File: config.mk
export PLATFORM = sky130hd
export DESIGN_NAME = jtx_dev_end_flat
export DESIGN_NICKNAME = d
export VERILOG_FILES = /design/src/verilog/jtx_pkg.sv /design/src/verilog/jtx_if.sv /design/src/verilog/jtx_dev_end.sv /design/src/flat_wrapper.sv
export SDC_FILE = /design/constraint.sdc
export NUM_CORES = 1
export LEC_CHECK = 0
export BUFFER_PORTS_ARGS = -buffer_cell sky130_fd_sc_hd__buf_2
export CAP_MARGIN = 20
export CORE_MARGIN = 1
export CORE_UTILIZATION = 45
export DETAILED_ROUTE_END_ITERATION = 12
export GPL_TIMING_DRIVEN = 0
export PLACE_DENSITY_LB_ADDON = 0.1
export SLEW_MARGIN = 20
export SYNTH_ARGS = -nofsm -noshare
export SYNTH_HDL_FRONTEND = slang
export SYNTH_SLANG_ARGS = --single-unit
File: constraint.sdc
create_clock -name clk_i -period 8.9 [get_ports clk_i]
set_input_delay 0.445 -clock clk_i [delete_from_list [all_inputs] [get_ports clk_i]]
set_output_delay 0.445 -clock clk_i [all_outputs]
set_load 0.05 [all_outputs]
File: src/verilog/jtx_pkg.sv
// shared constants for the lane test-pattern transmitter and its configuring end
package jtx_pkg;
   // device configuration space
   localparam logic [9:0]  TEST_OFS       = 10'h205;
   localparam logic [9:0]  IDENT_OFS      = 10'h206;
   localparam logic [9:0]  COMMA_OFS      = 10'h207;
   localparam logic [4:0]  TEST_RST       = 5'h00;
   localparam logic [6:0]  IDENT_RST      = 7'h00;
   localparam logic [1:0]  COMMA_RST      = 2'h0;
   localparam int          TEST_MSB       = 4;
   localparam int          COMMA_MSB      = 1;

   // test pattern select codes
   localparam logic [4:0]  TP_NORMAL      = 5'h00;
   localparam logic [4:0]  TP_PRBS7       = 5'h01;
   localparam logic [4:0]  TP_PRBS15      = 5'h02;
   localparam logic [4:0]  TP_PRBS23      = 5'h03;
   localparam logic [4:0]  TP_RAMP        = 5'h04;
   localparam logic [4:0]  TP_TRANSPORT   = 5'h05;
   localparam logic [4:0]  TP_D21_5       = 5'h06;
   localparam logic [4:0]  TP_K28_5       = 5'h07;
   localparam logic [4:0]  TP_ILA         = 5'h08;
   localparam logic [4:0]  TP_RPAT        = 5'h09;
   localparam logic [4:0]  TP_LOW         = 5'h0A;
   localparam logic [4:0]  TP_HIGH        = 5'h0B;
   localparam logic [4:0]  TP_RSVD12      = 5'h0C;
   localparam logic [4:0]  TP_PRBS9       = 5'h0D;
   localparam logic [4:0]  TP_PRBS31      = 5'h0E;
   localparam logic [4:0]  TP_CLOCK       = 5'h0F;
   localparam logic [4:0]  TP_K28_7       = 5'h10;

   // octet values of the 8b/10b characters in use
   localparam logic [7:0]  CH_K28_0       = 8'h1C;
   localparam logic [7:0]  CH_K28_1       = 8'h3C;
   localparam logic [7:0]  CH_K28_3       = 8'h7C;
   localparam logic [7:0]  CH_K28_4       = 8'h9C;
   localparam logic [7:0]  CH_K28_5       = 8'hBC;
   localparam logic [7:0]  CH_K28_7       = 8'hFC;
   localparam logic [7:0]  CH_D21_5       = 8'hB5;
   localparam logic [7:0]  CLK_LO         = 8'h00;
   localparam logic [7:0]  CLK_HI         = 8'hFF;
   localparam logic [30:0] PRBS_SEED      = 31'h7FFFFFFF;

   // lane word: {k_b, octet_b, k_a, octet_a}
   localparam int          LANE_W         = 18;
   localparam int          FIFO_DEPTH     = 8;
   localparam logic [3:0]  MF_LAST        = 4'hF;

   // controller registers, byte addresses on the wishbone side
   localparam logic [7:0]  H_CTRL_ADR     = 8'h00;
   localparam logic [7:0]  H_CMD_ADR      = 8'h04;
   localparam logic [7:0]  H_STAT_ADR     = 8'h08;
   localparam logic [7:0]  H_RX_ADR       = 8'h0C;
   localparam logic [7:0]  H_CNT_ADR      = 8'h10;
   localparam int          CTRL_EN_BIT    = 0;
   localparam int          CTRL_8B10B_BIT = 1;
   localparam int          CTRL_DRAIN_BIT = 2;
   localparam int          CMD_WR_BIT     = 24;
   localparam logic [2:0]  CTRL_RST       = 3'h2;
endpackage

File: src/verilog/jtx_if.sv
// link between the configuring end and the pattern transmitter
`timescale 1ns/100ps
`default_nettype none
interface jtx_if;
   logic [9:0]  cfg_addr;
   logic [7:0]  cfg_wdata;
   logic        cfg_wr;
   logic        cfg_rd;
   logic [7:0]  cfg_rdata;
   logic        cfg_ack;
   logic        link_enable;
   logic        mode_8b10b;
   logic [17:0] lane_data;
   logic        lane_valid;
   logic        lane_ready;

   modport dev (
      input  cfg_addr, cfg_wdata, cfg_wr, cfg_rd, link_enable, mode_8b10b, lane_ready,
      output cfg_rdata, cfg_ack, lane_data, lane_valid
   );
   modport host (
      output cfg_addr, cfg_wdata, cfg_wr, cfg_rd, link_enable, mode_8b10b, lane_ready,
      input  cfg_rdata, cfg_ack, lane_data, lane_valid
   );
endinterface
`default_nettype wire

File: src/verilog/jtx_dev_end.sv
// lane test-pattern transmitter with its configuration registers and lane fifo
`timescale 1ns/100ps
`default_nettype none

module jtx_fifo #(
   parameter int WIDTH = 18,
   parameter int DEPTH = 8
) (
   input  wire logic             clk_i,
   input  wire logic             rst_i,
   input  wire logic [WIDTH-1:0] in_data_i,
   input  wire logic             in_valid_i,
   output logic                  in_ready_o,
   output logic      [WIDTH-1:0] out_data_o,
   output logic                  out_valid_o,
   input  wire logic             out_ready_i
);
   localparam int AW = $clog2(DEPTH);
   logic [WIDTH-1:0] mem_q [DEPTH];
   logic [AW:0]      wr_q;
   logic [AW:0]      rd_q;
   logic             push;
   logic             pop;

   assign in_ready_o  = (wr_q - rd_q) != (AW+1)'(DEPTH);
   assign out_valid_o = wr_q != rd_q;
   assign out_data_o  = mem_q[rd_q[AW-1:0]];
   assign push        = in_valid_i && in_ready_o;
   assign pop         = out_valid_o && out_ready_i;

   always_ff @(posedge clk_i) begin
      if (push) begin
         mem_q[wr_q[AW-1:0]] <= in_data_i;
      end
   end

   always_ff @(posedge clk_i) begin
      if (rst_i) begin
         wr_q <= '0;
         rd_q <= '0;
      end else begin
         if (push) begin
            wr_q <= wr_q + 1'b1;
         end
         if (pop) begin
            rd_q <= rd_q + 1'b1;
         end
      end
   end
endmodule

module jtx_dev_end (
   input  wire logic        clk_i,
   input  wire logic        rst_i,
   jtx_if.dev               link,
   input  wire logic [15:0] sample_i,
   input  wire logic        sample_valid_i,
   output logic             sample_ready_o
);
   logic [4:0]  test_q;
   logic [6:0]  ident_q;
   logic [1:0]  comma_q;
   logic [7:0]  rdata_q;
   logic        ack_q;
   logic [30:0] prbs_q;
   logic [30:0] prbs_d;
   logic [7:0]  ramp_q;
   logic [3:0]  pos_q;
   logic [1:0]  mf_q;
   logic [15:0] prev_q;
   logic [17:0] word_d;
   logic        gen_valid;
   logic        gen_ready;
   logic        fire;
   logic [7:0]  ident_a;
   logic [7:0]  ident_b;
   logic [7:0]  comma_ch;

   // advance the generator eight bits for the selected polynomial
   function automatic logic [30:0] prbs_step(input logic [30:0] s, input logic [4:0] sel);
      logic [30:0] r;
      logic        fb;
      r = s;
      for (int i = 0; i < 8; i++) begin
         case (sel)
            jtx_pkg::TP_PRBS7:  fb = r[6] ^ r[5];
            jtx_pkg::TP_PRBS9:  fb = r[8] ^ r[4];
            jtx_pkg::TP_PRBS15: fb = r[14] ^ r[13];
            jtx_pkg::TP_PRBS23: fb = r[22] ^ r[17];
            default:            fb = r[30] ^ r[27];
         endcase
         r = {r[29:0], fb};
      end
      return r;
   endfunction

   // one octet of the alignment sequence: {k, octet}
   function automatic logic [8:0] ila_octet(input logic [3:0] pos, input logic [1:0] mf,
                                            input logic [7:0] ident);
      logic [8:0] o;
      o = {1'b0, 4'h0, pos};
      if (pos == 4'h0) begin
         o = {1'b1, jtx_pkg::CH_K28_0};
      end else if (pos == jtx_pkg::MF_LAST) begin
         o = {1'b1, jtx_pkg::CH_K28_3};
      end else if (mf == 2'h1 && pos == 4'h1) begin
         o = {1'b1, jtx_pkg::CH_K28_4};
      end else if (mf == 2'h1 && pos == 4'h2) begin
         o = {1'b0, ident};
      end
      return o;
   endfunction

   // short jitter-stress octet table, cycled along the multiframe
   function automatic logic [7:0] rpat_octet(input logic [2:0] idx);
      case (idx)
         3'h0:    return 8'hBE;
         3'h1:    return 8'hD7;
         3'h2:    return 8'h23;
         3'h3:    return 8'h47;
         3'h4:    return 8'h6B;
         3'h5:    return 8'h8F;
         3'h6:    return 8'hB3;
         default: return 8'h14;
      endcase
   endfunction

   // settings are written only while the link is idle, so no shadowing is kept
   always_ff @(posedge clk_i) begin
      if (rst_i) begin
         test_q  <= jtx_pkg::TEST_RST;
         ident_q <= jtx_pkg::IDENT_RST;
         comma_q <= jtx_pkg::COMMA_RST;
      end else if (link.cfg_wr && !ack_q) begin
         case (link.cfg_addr)
            jtx_pkg::TEST_OFS:  test_q  <= link.cfg_wdata[jtx_pkg::TEST_MSB:0];
            jtx_pkg::IDENT_OFS: ident_q <= link.cfg_wdata[7:1];
            jtx_pkg::COMMA_OFS: comma_q <= link.cfg_wdata[jtx_pkg::COMMA_MSB:0];
            default:            test_q  <= test_q;
         endcase
      end
   end

   always_ff @(posedge clk_i) begin
      if (rst_i) begin
         ack_q   <= 1'b0;
         rdata_q <= 8'h00;
      end else begin
         ack_q <= (link.cfg_wr || link.cfg_rd) && !ack_q;
         case (link.cfg_addr)
            jtx_pkg::TEST_OFS:  rdata_q <= {3'h0, test_q};
            jtx_pkg::IDENT_OFS: rdata_q <= {ident_q, 1'b0};
            jtx_pkg::COMMA_OFS: rdata_q <= {6'h00, comma_q};
            default:            rdata_q <= 8'h00;
         endcase
      end
   end

   assign link.cfg_ack   = ack_q;
   assign link.cfg_rdata = rdata_q;

   // link B carries identifier plus one
   assign ident_a = {ident_q, 1'b0};
   assign ident_b = {ident_q, 1'b1};

   // comma choice, reserved falls back to K28.7
   always_comb begin
      case (comma_q)
         2'h1:    comma_ch = jtx_pkg::CH_K28_1;
         2'h2:    comma_ch = jtx_pkg::CH_K28_5;
         default: comma_ch = jtx_pkg::CH_K28_7;
      endcase
   end

   assign prbs_d         = prbs_step(prbs_q, test_q);
   assign gen_valid      = link.link_enable && (test_q != jtx_pkg::TP_NORMAL || sample_valid_i);
   assign fire           = gen_valid && gen_ready;
   assign sample_ready_o = link.link_enable && test_q == jtx_pkg::TP_NORMAL && gen_ready;

   always_comb begin
      word_d = '0;
      case (test_q)
         // sample data, two octets per frame
         jtx_pkg::TP_NORMAL: begin
            word_d = {1'b0, sample_i[15:8], 1'b0, sample_i[7:0]};
            // end-of-frame octet repeated from last frame becomes the comma
            if (link.mode_8b10b && pos_q[0]) begin
               if (sample_i[7:0] == prev_q[7:0]) begin
                  word_d[8:0] = {1'b1, comma_ch};
               end
               if (sample_i[15:8] == prev_q[15:8]) begin
                  word_d[17:9] = {1'b1, comma_ch};
               end
            end
         end
         jtx_pkg::TP_PRBS7, jtx_pkg::TP_PRBS15, jtx_pkg::TP_PRBS23,
         jtx_pkg::TP_PRBS9, jtx_pkg::TP_PRBS31:
            word_d = {1'b0, prbs_d[7:0], 1'b0, prbs_d[7:0]};
         jtx_pkg::TP_RAMP:      word_d = {1'b0, ramp_q, 1'b0, ramp_q};
         jtx_pkg::TP_TRANSPORT: word_d = {1'b0, ~{mf_q, 2'h0, pos_q}, 1'b0, {mf_q, 2'h0, pos_q}};
         jtx_pkg::TP_D21_5: word_d = {1'b0, jtx_pkg::CH_D21_5, 1'b0, jtx_pkg::CH_D21_5};
         jtx_pkg::TP_K28_5: word_d = {1'b1, jtx_pkg::CH_K28_5, 1'b1, jtx_pkg::CH_K28_5};
         jtx_pkg::TP_K28_7: word_d = {1'b1, jtx_pkg::CH_K28_7, 1'b1, jtx_pkg::CH_K28_7};
         // looping alignment sequence, identifier in multiframe one
         jtx_pkg::TP_ILA: word_d = {ila_octet(pos_q, mf_q, ident_b),
                                    ila_octet(pos_q, mf_q, ident_a)};
         jtx_pkg::TP_RPAT: word_d = {1'b0, rpat_octet(pos_q[2:0]), 1'b0, rpat_octet(pos_q[2:0])};
         jtx_pkg::TP_LOW:  word_d = {1'b0, 8'h00, 1'b0, 8'h00};
         jtx_pkg::TP_HIGH: word_d = {1'b0, 8'hFF, 1'b0, 8'hFF};
         jtx_pkg::TP_CLOCK: begin
            if (pos_q[0]) begin
               word_d = {1'b0, jtx_pkg::CLK_HI, 1'b0, jtx_pkg::CLK_HI};
            end else begin
               word_d = {1'b0, jtx_pkg::CLK_LO, 1'b0, jtx_pkg::CLK_LO};
            end
         end
         default: word_d = '0;
      endcase
   end

   // generators restart whenever the link is disabled, so every run starts aligned
   always_ff @(posedge clk_i) begin
      if (rst_i || !link.link_enable) begin
         prbs_q <= jtx_pkg::PRBS_SEED;
         ramp_q <= 8'h00;
         pos_q  <= 4'h0;
         mf_q   <= 2'h0;
         prev_q <= 16'h0000;
      end else if (fire) begin
         prbs_q <= prbs_d;
         ramp_q <= ramp_q + 8'h01;
         pos_q  <= pos_q + 4'h1;
         if (pos_q == jtx_pkg::MF_LAST) begin
            mf_q <= mf_q + 2'h1;
         end
         if (pos_q[0]) begin
            prev_q <= sample_i;
         end
      end
   end

   jtx_fifo #(
      .WIDTH (jtx_pkg::LANE_W),
      .DEPTH (jtx_pkg::FIFO_DEPTH)
   ) u_fifo (
      .clk_i       (clk_i),
      .rst_i       (rst_i),
      .in_data_i   (word_d),
      .in_valid_i  (gen_valid),
      .in_ready_o  (gen_ready),
      .out_data_o  (link.lane_data),
      .out_valid_o (link.lane_valid),
      .out_ready_i (link.lane_ready)
   );
endmodule
`default_nettype wire

File: src/flat_wrapper.sv
// flat-port wrapper written by rule: the top's interface ports become plain ports
module jtx_dev_end_flat 
  (clk_i, rst_i, sample_i, sample_valid_i, sample_ready_o, link_cfg_addr, link_cfg_wdata, link_cfg_wr, link_cfg_rd, link_link_enable, link_mode_8b10b, link_lane_ready, link_cfg_rdata, link_cfg_ack, link_lane_data, link_lane_valid);
  jtx_if link_i ();
  input  wire logic clk_i;
  input  wire logic rst_i;
  input  wire logic [15:0] sample_i;
  input  wire logic sample_valid_i;
  output logic sample_ready_o;
  input wire logic [$bits(link_i.cfg_addr)-1:0] link_cfg_addr;
  input wire logic [$bits(link_i.cfg_wdata)-1:0] link_cfg_wdata;
  input wire logic [$bits(link_i.cfg_wr)-1:0] link_cfg_wr;
  input wire logic [$bits(link_i.cfg_rd)-1:0] link_cfg_rd;
  input wire logic [$bits(link_i.link_enable)-1:0] link_link_enable;
  input wire logic [$bits(link_i.mode_8b10b)-1:0] link_mode_8b10b;
  input wire logic [$bits(link_i.lane_ready)-1:0] link_lane_ready;
  output wire logic [$bits(link_i.cfg_rdata)-1:0] link_cfg_rdata;
  output wire logic [$bits(link_i.cfg_ack)-1:0] link_cfg_ack;
  output wire logic [$bits(link_i.lane_data)-1:0] link_lane_data;
  output wire logic [$bits(link_i.lane_valid)-1:0] link_lane_valid;
  assign link_i.cfg_addr = link_cfg_addr;
  assign link_i.cfg_wdata = link_cfg_wdata;
  assign link_i.cfg_wr = link_cfg_wr;
  assign link_i.cfg_rd = link_cfg_rd;
  assign link_i.link_enable = link_link_enable;
  assign link_i.mode_8b10b = link_mode_8b10b;
  assign link_i.lane_ready = link_lane_ready;
  assign link_cfg_rdata = link_i.cfg_rdata;
  assign link_cfg_ack = link_i.cfg_ack;
  assign link_lane_data = link_i.lane_data;
  assign link_lane_valid = link_i.lane_valid;
  jtx_dev_end u_core (.clk_i(clk_i), .rst_i(rst_i), .link(link_i), .sample_i(sample_i), .sample_valid_i(sample_valid_i), .sample_ready_o(sample_ready_o));
endmodule
# Yosys cells after proc, flatten, opt, wreduce, memory -nomap -nowiden
# Memories as Yosys holds them, arrays and structs flattened. A register that Yosys moved wholly into a read port is not among the register bits.
# Cells that the tools add are included.
[word_totals]
register_bits = 92
ramBits = 144
input_bits = 42
output_inout_bits = 29
wordCells = 146
n_memories = 1
[classes]
addsub = 6
eq_ne = 33
muxes = 28
n_bitwise = 41
n_reduce_logical = 25
[memory_table]
columns = ["memory", "depth", "width", "read_ports", "rd_clocked_by_memory_dff", "write_ports", "line", "rtl"]
rows = [
  ["u_core.u_fifo.mem_q", 8, 18, 1, 1, 1, "jtx_dev_end.sv:19", "logic [WIDTH-1:0] mem_q [DEPTH];"],
]
[op_table]
columns = ["op", "n"]
rows = [
  ["18-bit one-hot mux with 11 select lines", 1],
  ["9-bit 2-to-1 mux", 8],
  ["8-bit one-hot mux with 7 select lines", 1],
  ["1-bit XOR", 40],
  ["1-bit one-hot mux with 4 select lines", 8],
  ["10-bit equality test (second input constant)", 3],
  ["5-bit by 4-bit equality test with 1-bit output (second input constant)", 6],
  ["8-bit one-hot mux with 3 select lines", 1],
  ["5-bit by 3-bit equality test with 1-bit output (second input constant)", 4],
  ["18-bit 2-to-1 mux", 1],
  ["17-bit 2-to-1 mux", 1],
  ["8-bit equality test", 2],
  ["8-bit 2-to-1 mux", 2],
  ["8-bit one-hot mux with 2 select lines", 1],
  ["4-bit by 1-bit adder with 4-bit output (second input constant)", 3],
  ["5-bit by 2-bit equality test with 1-bit output (second input constant)", 2],
  ["1-bit logical AND", 10],
  ["2-bit AND reduction", 5],
  ["3-bit equality test (second input constant)", 3],
  ["8-bit by 1-bit adder with 8-bit output (second input constant)", 1],
  ["8-bit inverter", 1],
  ["3-bit by 2-bit equality test with 1-bit output (second input constant)", 2],
  ["3-bit 2-to-1 mux", 2],
  ["5-bit by 1-bit equality test with 1-bit output (second input constant)", 1],
  ["other kinds (19)", 24],
]

# Depth between registers and ports, before layout
[logic_depth]
depth_word = 7
mapped_depth = 10
depth_no_buf = 8

# By module
# From an unflattened synthesis, not the netlist that was laid out.
[unflattened]
cells_unflattened = 940
area_unflattened_um2 = 11116.9
[modules_own_cells]
columns = ["mod", "instances", "cells_each", "area_each_um2", "seq_area_each_um2"]
rows = [
  ["jtx_fifo", 1, 285, 6070.8, 4544.4],
  ["jtx_dev_end", 1, 655, 5046.1, 1681.6],
]

# Least setup slack after synthesis
# No wires, ideal clock.
[synth_timing]
path_type = "flip-flop to flip-flop"
start = "reg u_core.u_fifo.wr_q[0]"
end = "mem u_core.u_fifo.mem_q[1][0] (enable)"
setup_ns = 0.439
arrival_ns = 3.390
required_time_ns = 8.461
slack_ns = 5.071
stages_incl_launch_ff = 9
n_path_buf = 3
synth_period_minus_slack_ns = 3.829
path_cell_list = "dfxtp_1 > inv_1 > ha_1 > and2_0 > clkbuf_1 > a21o_1 > buf_2 > buf_2 > nor4_1"
[synth_via]
elab_chain_cells = 5
[synth_rtl]
columns = ["element", "line", "rtl"]
rows = [
  ["start, declared", "jtx_dev_end.sv:20", "logic [AW:0] wr_q;"],
  ["start signal, assigned", "jtx_dev_end.sv:43", "wr_q <= wr_q + 1'b1;"],
  ["4-bit subtractor", "jtx_dev_end.sv:25", "assign in_ready_o = (wr_q - rd_q) != (AW+1)'(DEPTH);"],
  ["4-bit != test", "jtx_dev_end.sv:25", ""],
  ["1-bit logical AND", "jtx_dev_end.sv:28", "assign push = in_valid_i && in_ready_o;"],
  ["1-bit 2-to-1 mux", "jtx_dev_end.sv:32", "if (push) begin"],
  ["1-bit 2-to-1 mux (not written as such)", "jtx_dev_end.sv:33", "mem_q[wr_q[AW-1:0]] <= in_data_i;"],
  ["end, declared", "jtx_dev_end.sv:19", ""],
]
# Parallel ways exist; a longest one is shown, timed or not.

# Final worst setup path
[layout_timing]
start = "reg u_core.pos_q[0]"
end = "mem u_core.u_fifo.mem_q[0][3] (data pin)"
[layout_via]
elab_chain_cells = 7
word_cells_on_any_way = 22
classes_between = "9 x eq/ne; 8 x mux; 5 x reduce/logical"
[layout_rtl]
columns = ["element", "line", "rtl"]
rows = [
  ["start, declared", "jtx_dev_end.sv:68", "logic [3:0] pos_q;"],
  ["start signal, assigned", "jtx_dev_end.sv:232", "pos_q <= pos_q + 4'h1;"],
  ["4-bit by 2-bit equality test with 1-bit output", "jtx_dev_end.sv:108", "end else if (mf == 2'h1 && pos == 4'h2) begin"],
  ["1-bit logical AND", "jtx_dev_end.sv:108", ""],
  ["8-bit 2-to-1 mux", "jtx_dev_end.sv:108", ""],
  ["9-bit 2-to-1 mux", "jtx_dev_end.sv:106", "end else if (mf == 2'h1 && pos == 4'h1) begin"],
  ["9-bit 2-to-1 mux", "jtx_dev_end.sv:104", "end else if (pos == jtx_pkg::MF_LAST) begin"],
  ["9-bit 2-to-1 mux", "jtx_dev_end.sv:102", "if (pos == 4'h0) begin"],
  ["18-bit one-hot mux with 11 select lines *", "jtx_dev_end.sv:182", "case (test_q)"],
  ["net u_core.u_fifo.in_data_i[3]", "jtx_dev_end.sv:11", "input wire logic [WIDTH-1:0] in_data_i,"],
]
# The timed path passes the listed nets; every way through them passes the cells marked *.

==> out/results.txt <==
Largest net degree at the start of global routing: 19
I/O Pins: 71
Number of antenna violations at the first check in global routing: 0
Horizontal die dimension: 158.8 um
Std-Cell Rows: 57
Number of hold buffers added after cts: 0
Final antenna diode count: 0
Total half-perimeter wirelength after legalization and detailed placement: 21160 um
Number of buffers between clock root and the deepest sink: 3
Max-slew headroom at the worst pin: 27.69%
Total negative setup slack: 0 ps
Die extent in y: 158.8 um
Register bit count reported by yosys: 239
DP Area: 12050 um^2
WS Path Type: reg -> reg
Critical Path Sink Type: register
Cell variety after synth: 69
Worst Path Max Fanout: 8
Number of fillers in the final layout: 2170
Pwr dens: 192.8 nW/um^2
Main flop type after synthesis: sky130_fd_sc_hd__edfxtp_1
Crit path setup slack, layout: 5007 ps
Final #Nets: 1103
Most frequent standard cell in the layout excluding fill and tap cells: sky130_fd_sc_hd__edfxtp_1
Endpoint required time on the critical path: 8980 ps
Skew-Pair Late Insertion Delay: 530 ps
Clock slew seen by the registers of the worst setup and hold paths: 60 ps
First-pass iteration count of the detailed router: 5
Multi-input combinational cell area: 4524 um^2
Overall power: 2.467 mW
Clock tree from TritonCTS: done
Per-cell via count in the routed design: 5.595
Gr usage total: 23.37%
Number of remaining DRC errors: 0
Sequential cell area in the final layout: 6226 um^2
Clock tree root buffer cell: sky130_fd_sc_hd__clkbuf_16
Share of the cycle needed by the critical path after routing: 43.75%
Sink count of the clock tree: 239
Total Die Area: 25230 um^2
Final-report max-slew violation count: 0
Post-synthesis compound-gate area fraction: 8.873%
Post-Route WL: 29010 um
Static Leakage: 4.399 nW
Post-Place Worst Slack: 5046 ps
Fraction of the mapped netlist area in simple logic gates: 13.35%
Count of flip-flops with a built-in enable after synthesis: 144
Final core occ: 52.78%
XOR/XNOR Fraction of Synth Area: 5.301%
Synth Cell Area: 11070 um^2
Highest clock rate: 256.8 MHz
Gpl congestion: 0.9213
Vias in the first global route: 7718
Unrepaired setup endpoints after global routing: false
Post-CTS Setup Bufs: 0
Via Count: 7771
WP data arrival: 3970 ps
Buffers on Ports: 69
Area delta synth->final: 15.61%
Setup Viol. Count Final: 0
Multiplexer fraction of the synthesized cell area: 11.54%
Avg WL per Cell: 20.89 um
Cts repair resizes: 0
Commonest non-fill, non-tap cells in the layout: 144 x sky130_fd_sc_hd__edfxtp_1, 111 x sky130_fd_sc_hd__nand2_1, 95 x sky130_fd_sc_hd__dfxtp_1, 88 x sky130_fd_sc_hd__buf_2, 69 x sky130_fd_sc_hd__nor2_1
Effective utilization at floorplan: 45.65%
Worst Hold Class: in -> reg
MaxCap Viol Count: 0
Remaining antenna violation count after routing: 0
Number of nets produced by synthesis: 985
Warning count from the yosys run: 0
Wire length of the first global-routing pass: 45190 um
Post-synthesis share of cell area spent on full adders, half adders and majority gates: 1.356%
Core Box Area: 24250 um^2
Result of the run: finished clean
Post-synthesis sequential area ratio: 56.25%
Main combinational cell family by area after synthesis: simple AND/OR/NAND/NOR gates
CTS H-tree depth: 1
Number of CTS-inserted buffers: 26
VDD IR-drop max: 0.0001272 V
Slew @ Worst Pin: 1085 ps
Final Hold Vio Count: 0
Ratio of cells with drive above 1 in the final layout: 21.03%
Worst setup SP type: register
Syn Area/Cell: 11.89 um^2
Synthesized instance count: 931
Residual overflow from global routing: 0
Async set or reset register ratio after synthesis: 0%
Final critical path time including I/O delays and setup: 3893 ps
Detailed Route Iter0 Violations: 602
Fin Clk Skew: 7.761 ps
Summed area of non-filler cells in the final layout: 12800 um^2
==> per-layer routing <==
| layer | track usage (%) | share of wire (%) | vias up |
|---|---|---|---|
| met5 | 0 | 0 | - |
| met4 | 9.576 | 3.9 | 0 |
| met3 | 2.769 | 4.5 | 63 |
| met2 | 38.54 | 49 | 215 |
| met1 | 31.33 | 43 | 3810 |
| li1 | - | - | 3683 |
==> logic make-up (layout without fill, tap and decap cells) <==
kind of cell,count (synthesis),in the layout
simple gates,313,313
flops,239,239
compound gates,138,138
buf+inv,82,216
mux,80,80
xor+xnor,67,67
fa+ha+maj,12,12
==> power breakdown <==
group / switching, mW / internal, mW / total [mW]
combinational: 0.201 / 0.116 / 0.317
sequential: 0.00995 / 1.19 / 1.20
clock: 0.414 / 0.539 / 0.953
==> critical path, cell delays in order (launching register included) <==
cell and delay (ps):
sky130_fd_sc_hd__dfxtp_1 350, sky130_fd_sc_hd__clkbuf_1 350, sky130_fd_sc_hd__inv_1 220, sky130_fd_sc_hd__ha_1 370, sky130_fd_sc_hd__and3_1 190, sky130_fd_sc_hd__buf_2 160, sky130_fd_sc_hd__a211oi_1 240, sky130_fd_sc_hd__nor2_1 60
sky130_fd_sc_hd__a2111oi_0 820, sky130_fd_sc_hd__nand3_1 660
==> final cells by class <==
cell class,count,share of cell area (%)
plain buffers,67,2.444
clock buffers,33,5.368
clock inverters,11,0.4400
inverters,15,0.4400
multi-input cells,610,35.35
flip-flops and latches,239,48.65
well taps,324,3.168
repair buffers,90,4.136
==> stage by stage <==
stage | hold slack, ps | std cells
after floorplan | 445.2 | 931
after global routing | 161.9 | 1389
after global placement | 454.8 | 1324
after detailed placement | 459.2 | 1345
final | 167.5 | 1389
after CTS | 148.8 | 1389
==> Yosys cell counts, types with 4 or more instances <==
cell type	instances	share of area, %
sky130_fd_sc_hd__buf_2	16	0.72
sky130_fd_sc_hd__o211ai_1	6	0.41
sky130_fd_sc_hd__nand2_1	111	3.8
sky130_fd_sc_hd__and3_1	8	0.45
sky130_fd_sc_hd__a221oi_1	4	0.32
sky130_fd_sc_hd__buf_4	7	0.47
sky130_fd_sc_hd__a21oi_1	33	1.5
sky130_fd_sc_hd__nor4_1	4	0.23
sky130_fd_sc_hd__nand4_1	6	0.34
sky130_fd_sc_hd__edfxtp_1	144	39
sky130_fd_sc_hd__mux2_2	21	2.1
sky130_fd_sc_hd__a21o_1	5	0.34
sky130_fd_sc_hd__a2111oi_0	6	0.47
sky130_fd_sc_hd__dfxtp_1	95	17
sky130_fd_sc_hd__a211oi_1	8	0.54
sky130_fd_sc_hd__mux2i_1	23	2.1
sky130_fd_sc_hd__nor2b_1	6	0.34
sky130_fd_sc_hd__xnor2_1	45	3.6
sky130_fd_sc_hd__nor2_1	69	2.3
sky130_fd_sc_hd__nor3_1	17	0.77
sky130_fd_sc_hd__o21ai_0	19	0.86
sky130_fd_sc_hd__a22oi_1	13	0.88
sky130_fd_sc_hd__nand2b_1	6	0.34
sky130_fd_sc_hd__inv_1	15	0.51
sky130_fd_sc_hd__clkbuf_1	38	1.3
sky130_fd_sc_hd__mux4_2	36	7.3
sky130_fd_sc_hd__buf_1	4	0.14
sky130_fd_sc_hd__o221ai_1	7	0.55
sky130_fd_sc_hd__ha_1	12	1.4
sky130_fd_sc_hd__nand3_1	52	2.4
sky130_fd_sc_hd__xor2_1	22	1.7
sky130_fd_sc_hd__or3_1	6	0.34
sky130_fd_sc_hd__a31oi_1	4	0.23
==> worst paths after layout <==
kind                  startpoint                         to  slack [ps]  cells past startpoint
max              u_core.pos_q[0]  u_core.u_fifo.mem_q[0][3]        5010                      9
min            link_cfg_wdata[5]          u_core.ident_q[4]         170                      3
max reg2reg      u_core.pos_q[0]  u_core.u_fifo.mem_q[0][3]        5010                      9
min reg2reg  u_core.link.cfg_ack        u_core.link.cfg_ack         470                      1
==> sequential cells by signal, indices dropped and copies added, names as in the netlist, named ones only <==
signal and cells:
u_core.comma_q 2, u_core.u_fifo.rd_q 4, u_core.ident_q 7, u_core.prev_q 16
u_core.u_fifo.wr_q 4, u_core.u_fifo.mem_q 144, u_core.pos_q 4, u_core.link.cfg_rdata 8
u_core.test_q 5, u_core.mf_q 2, u_core.ramp_q 8, u_core.prbs_q 31
u_core.link.cfg_ack 1
Power figures use the tool's default switching activity.
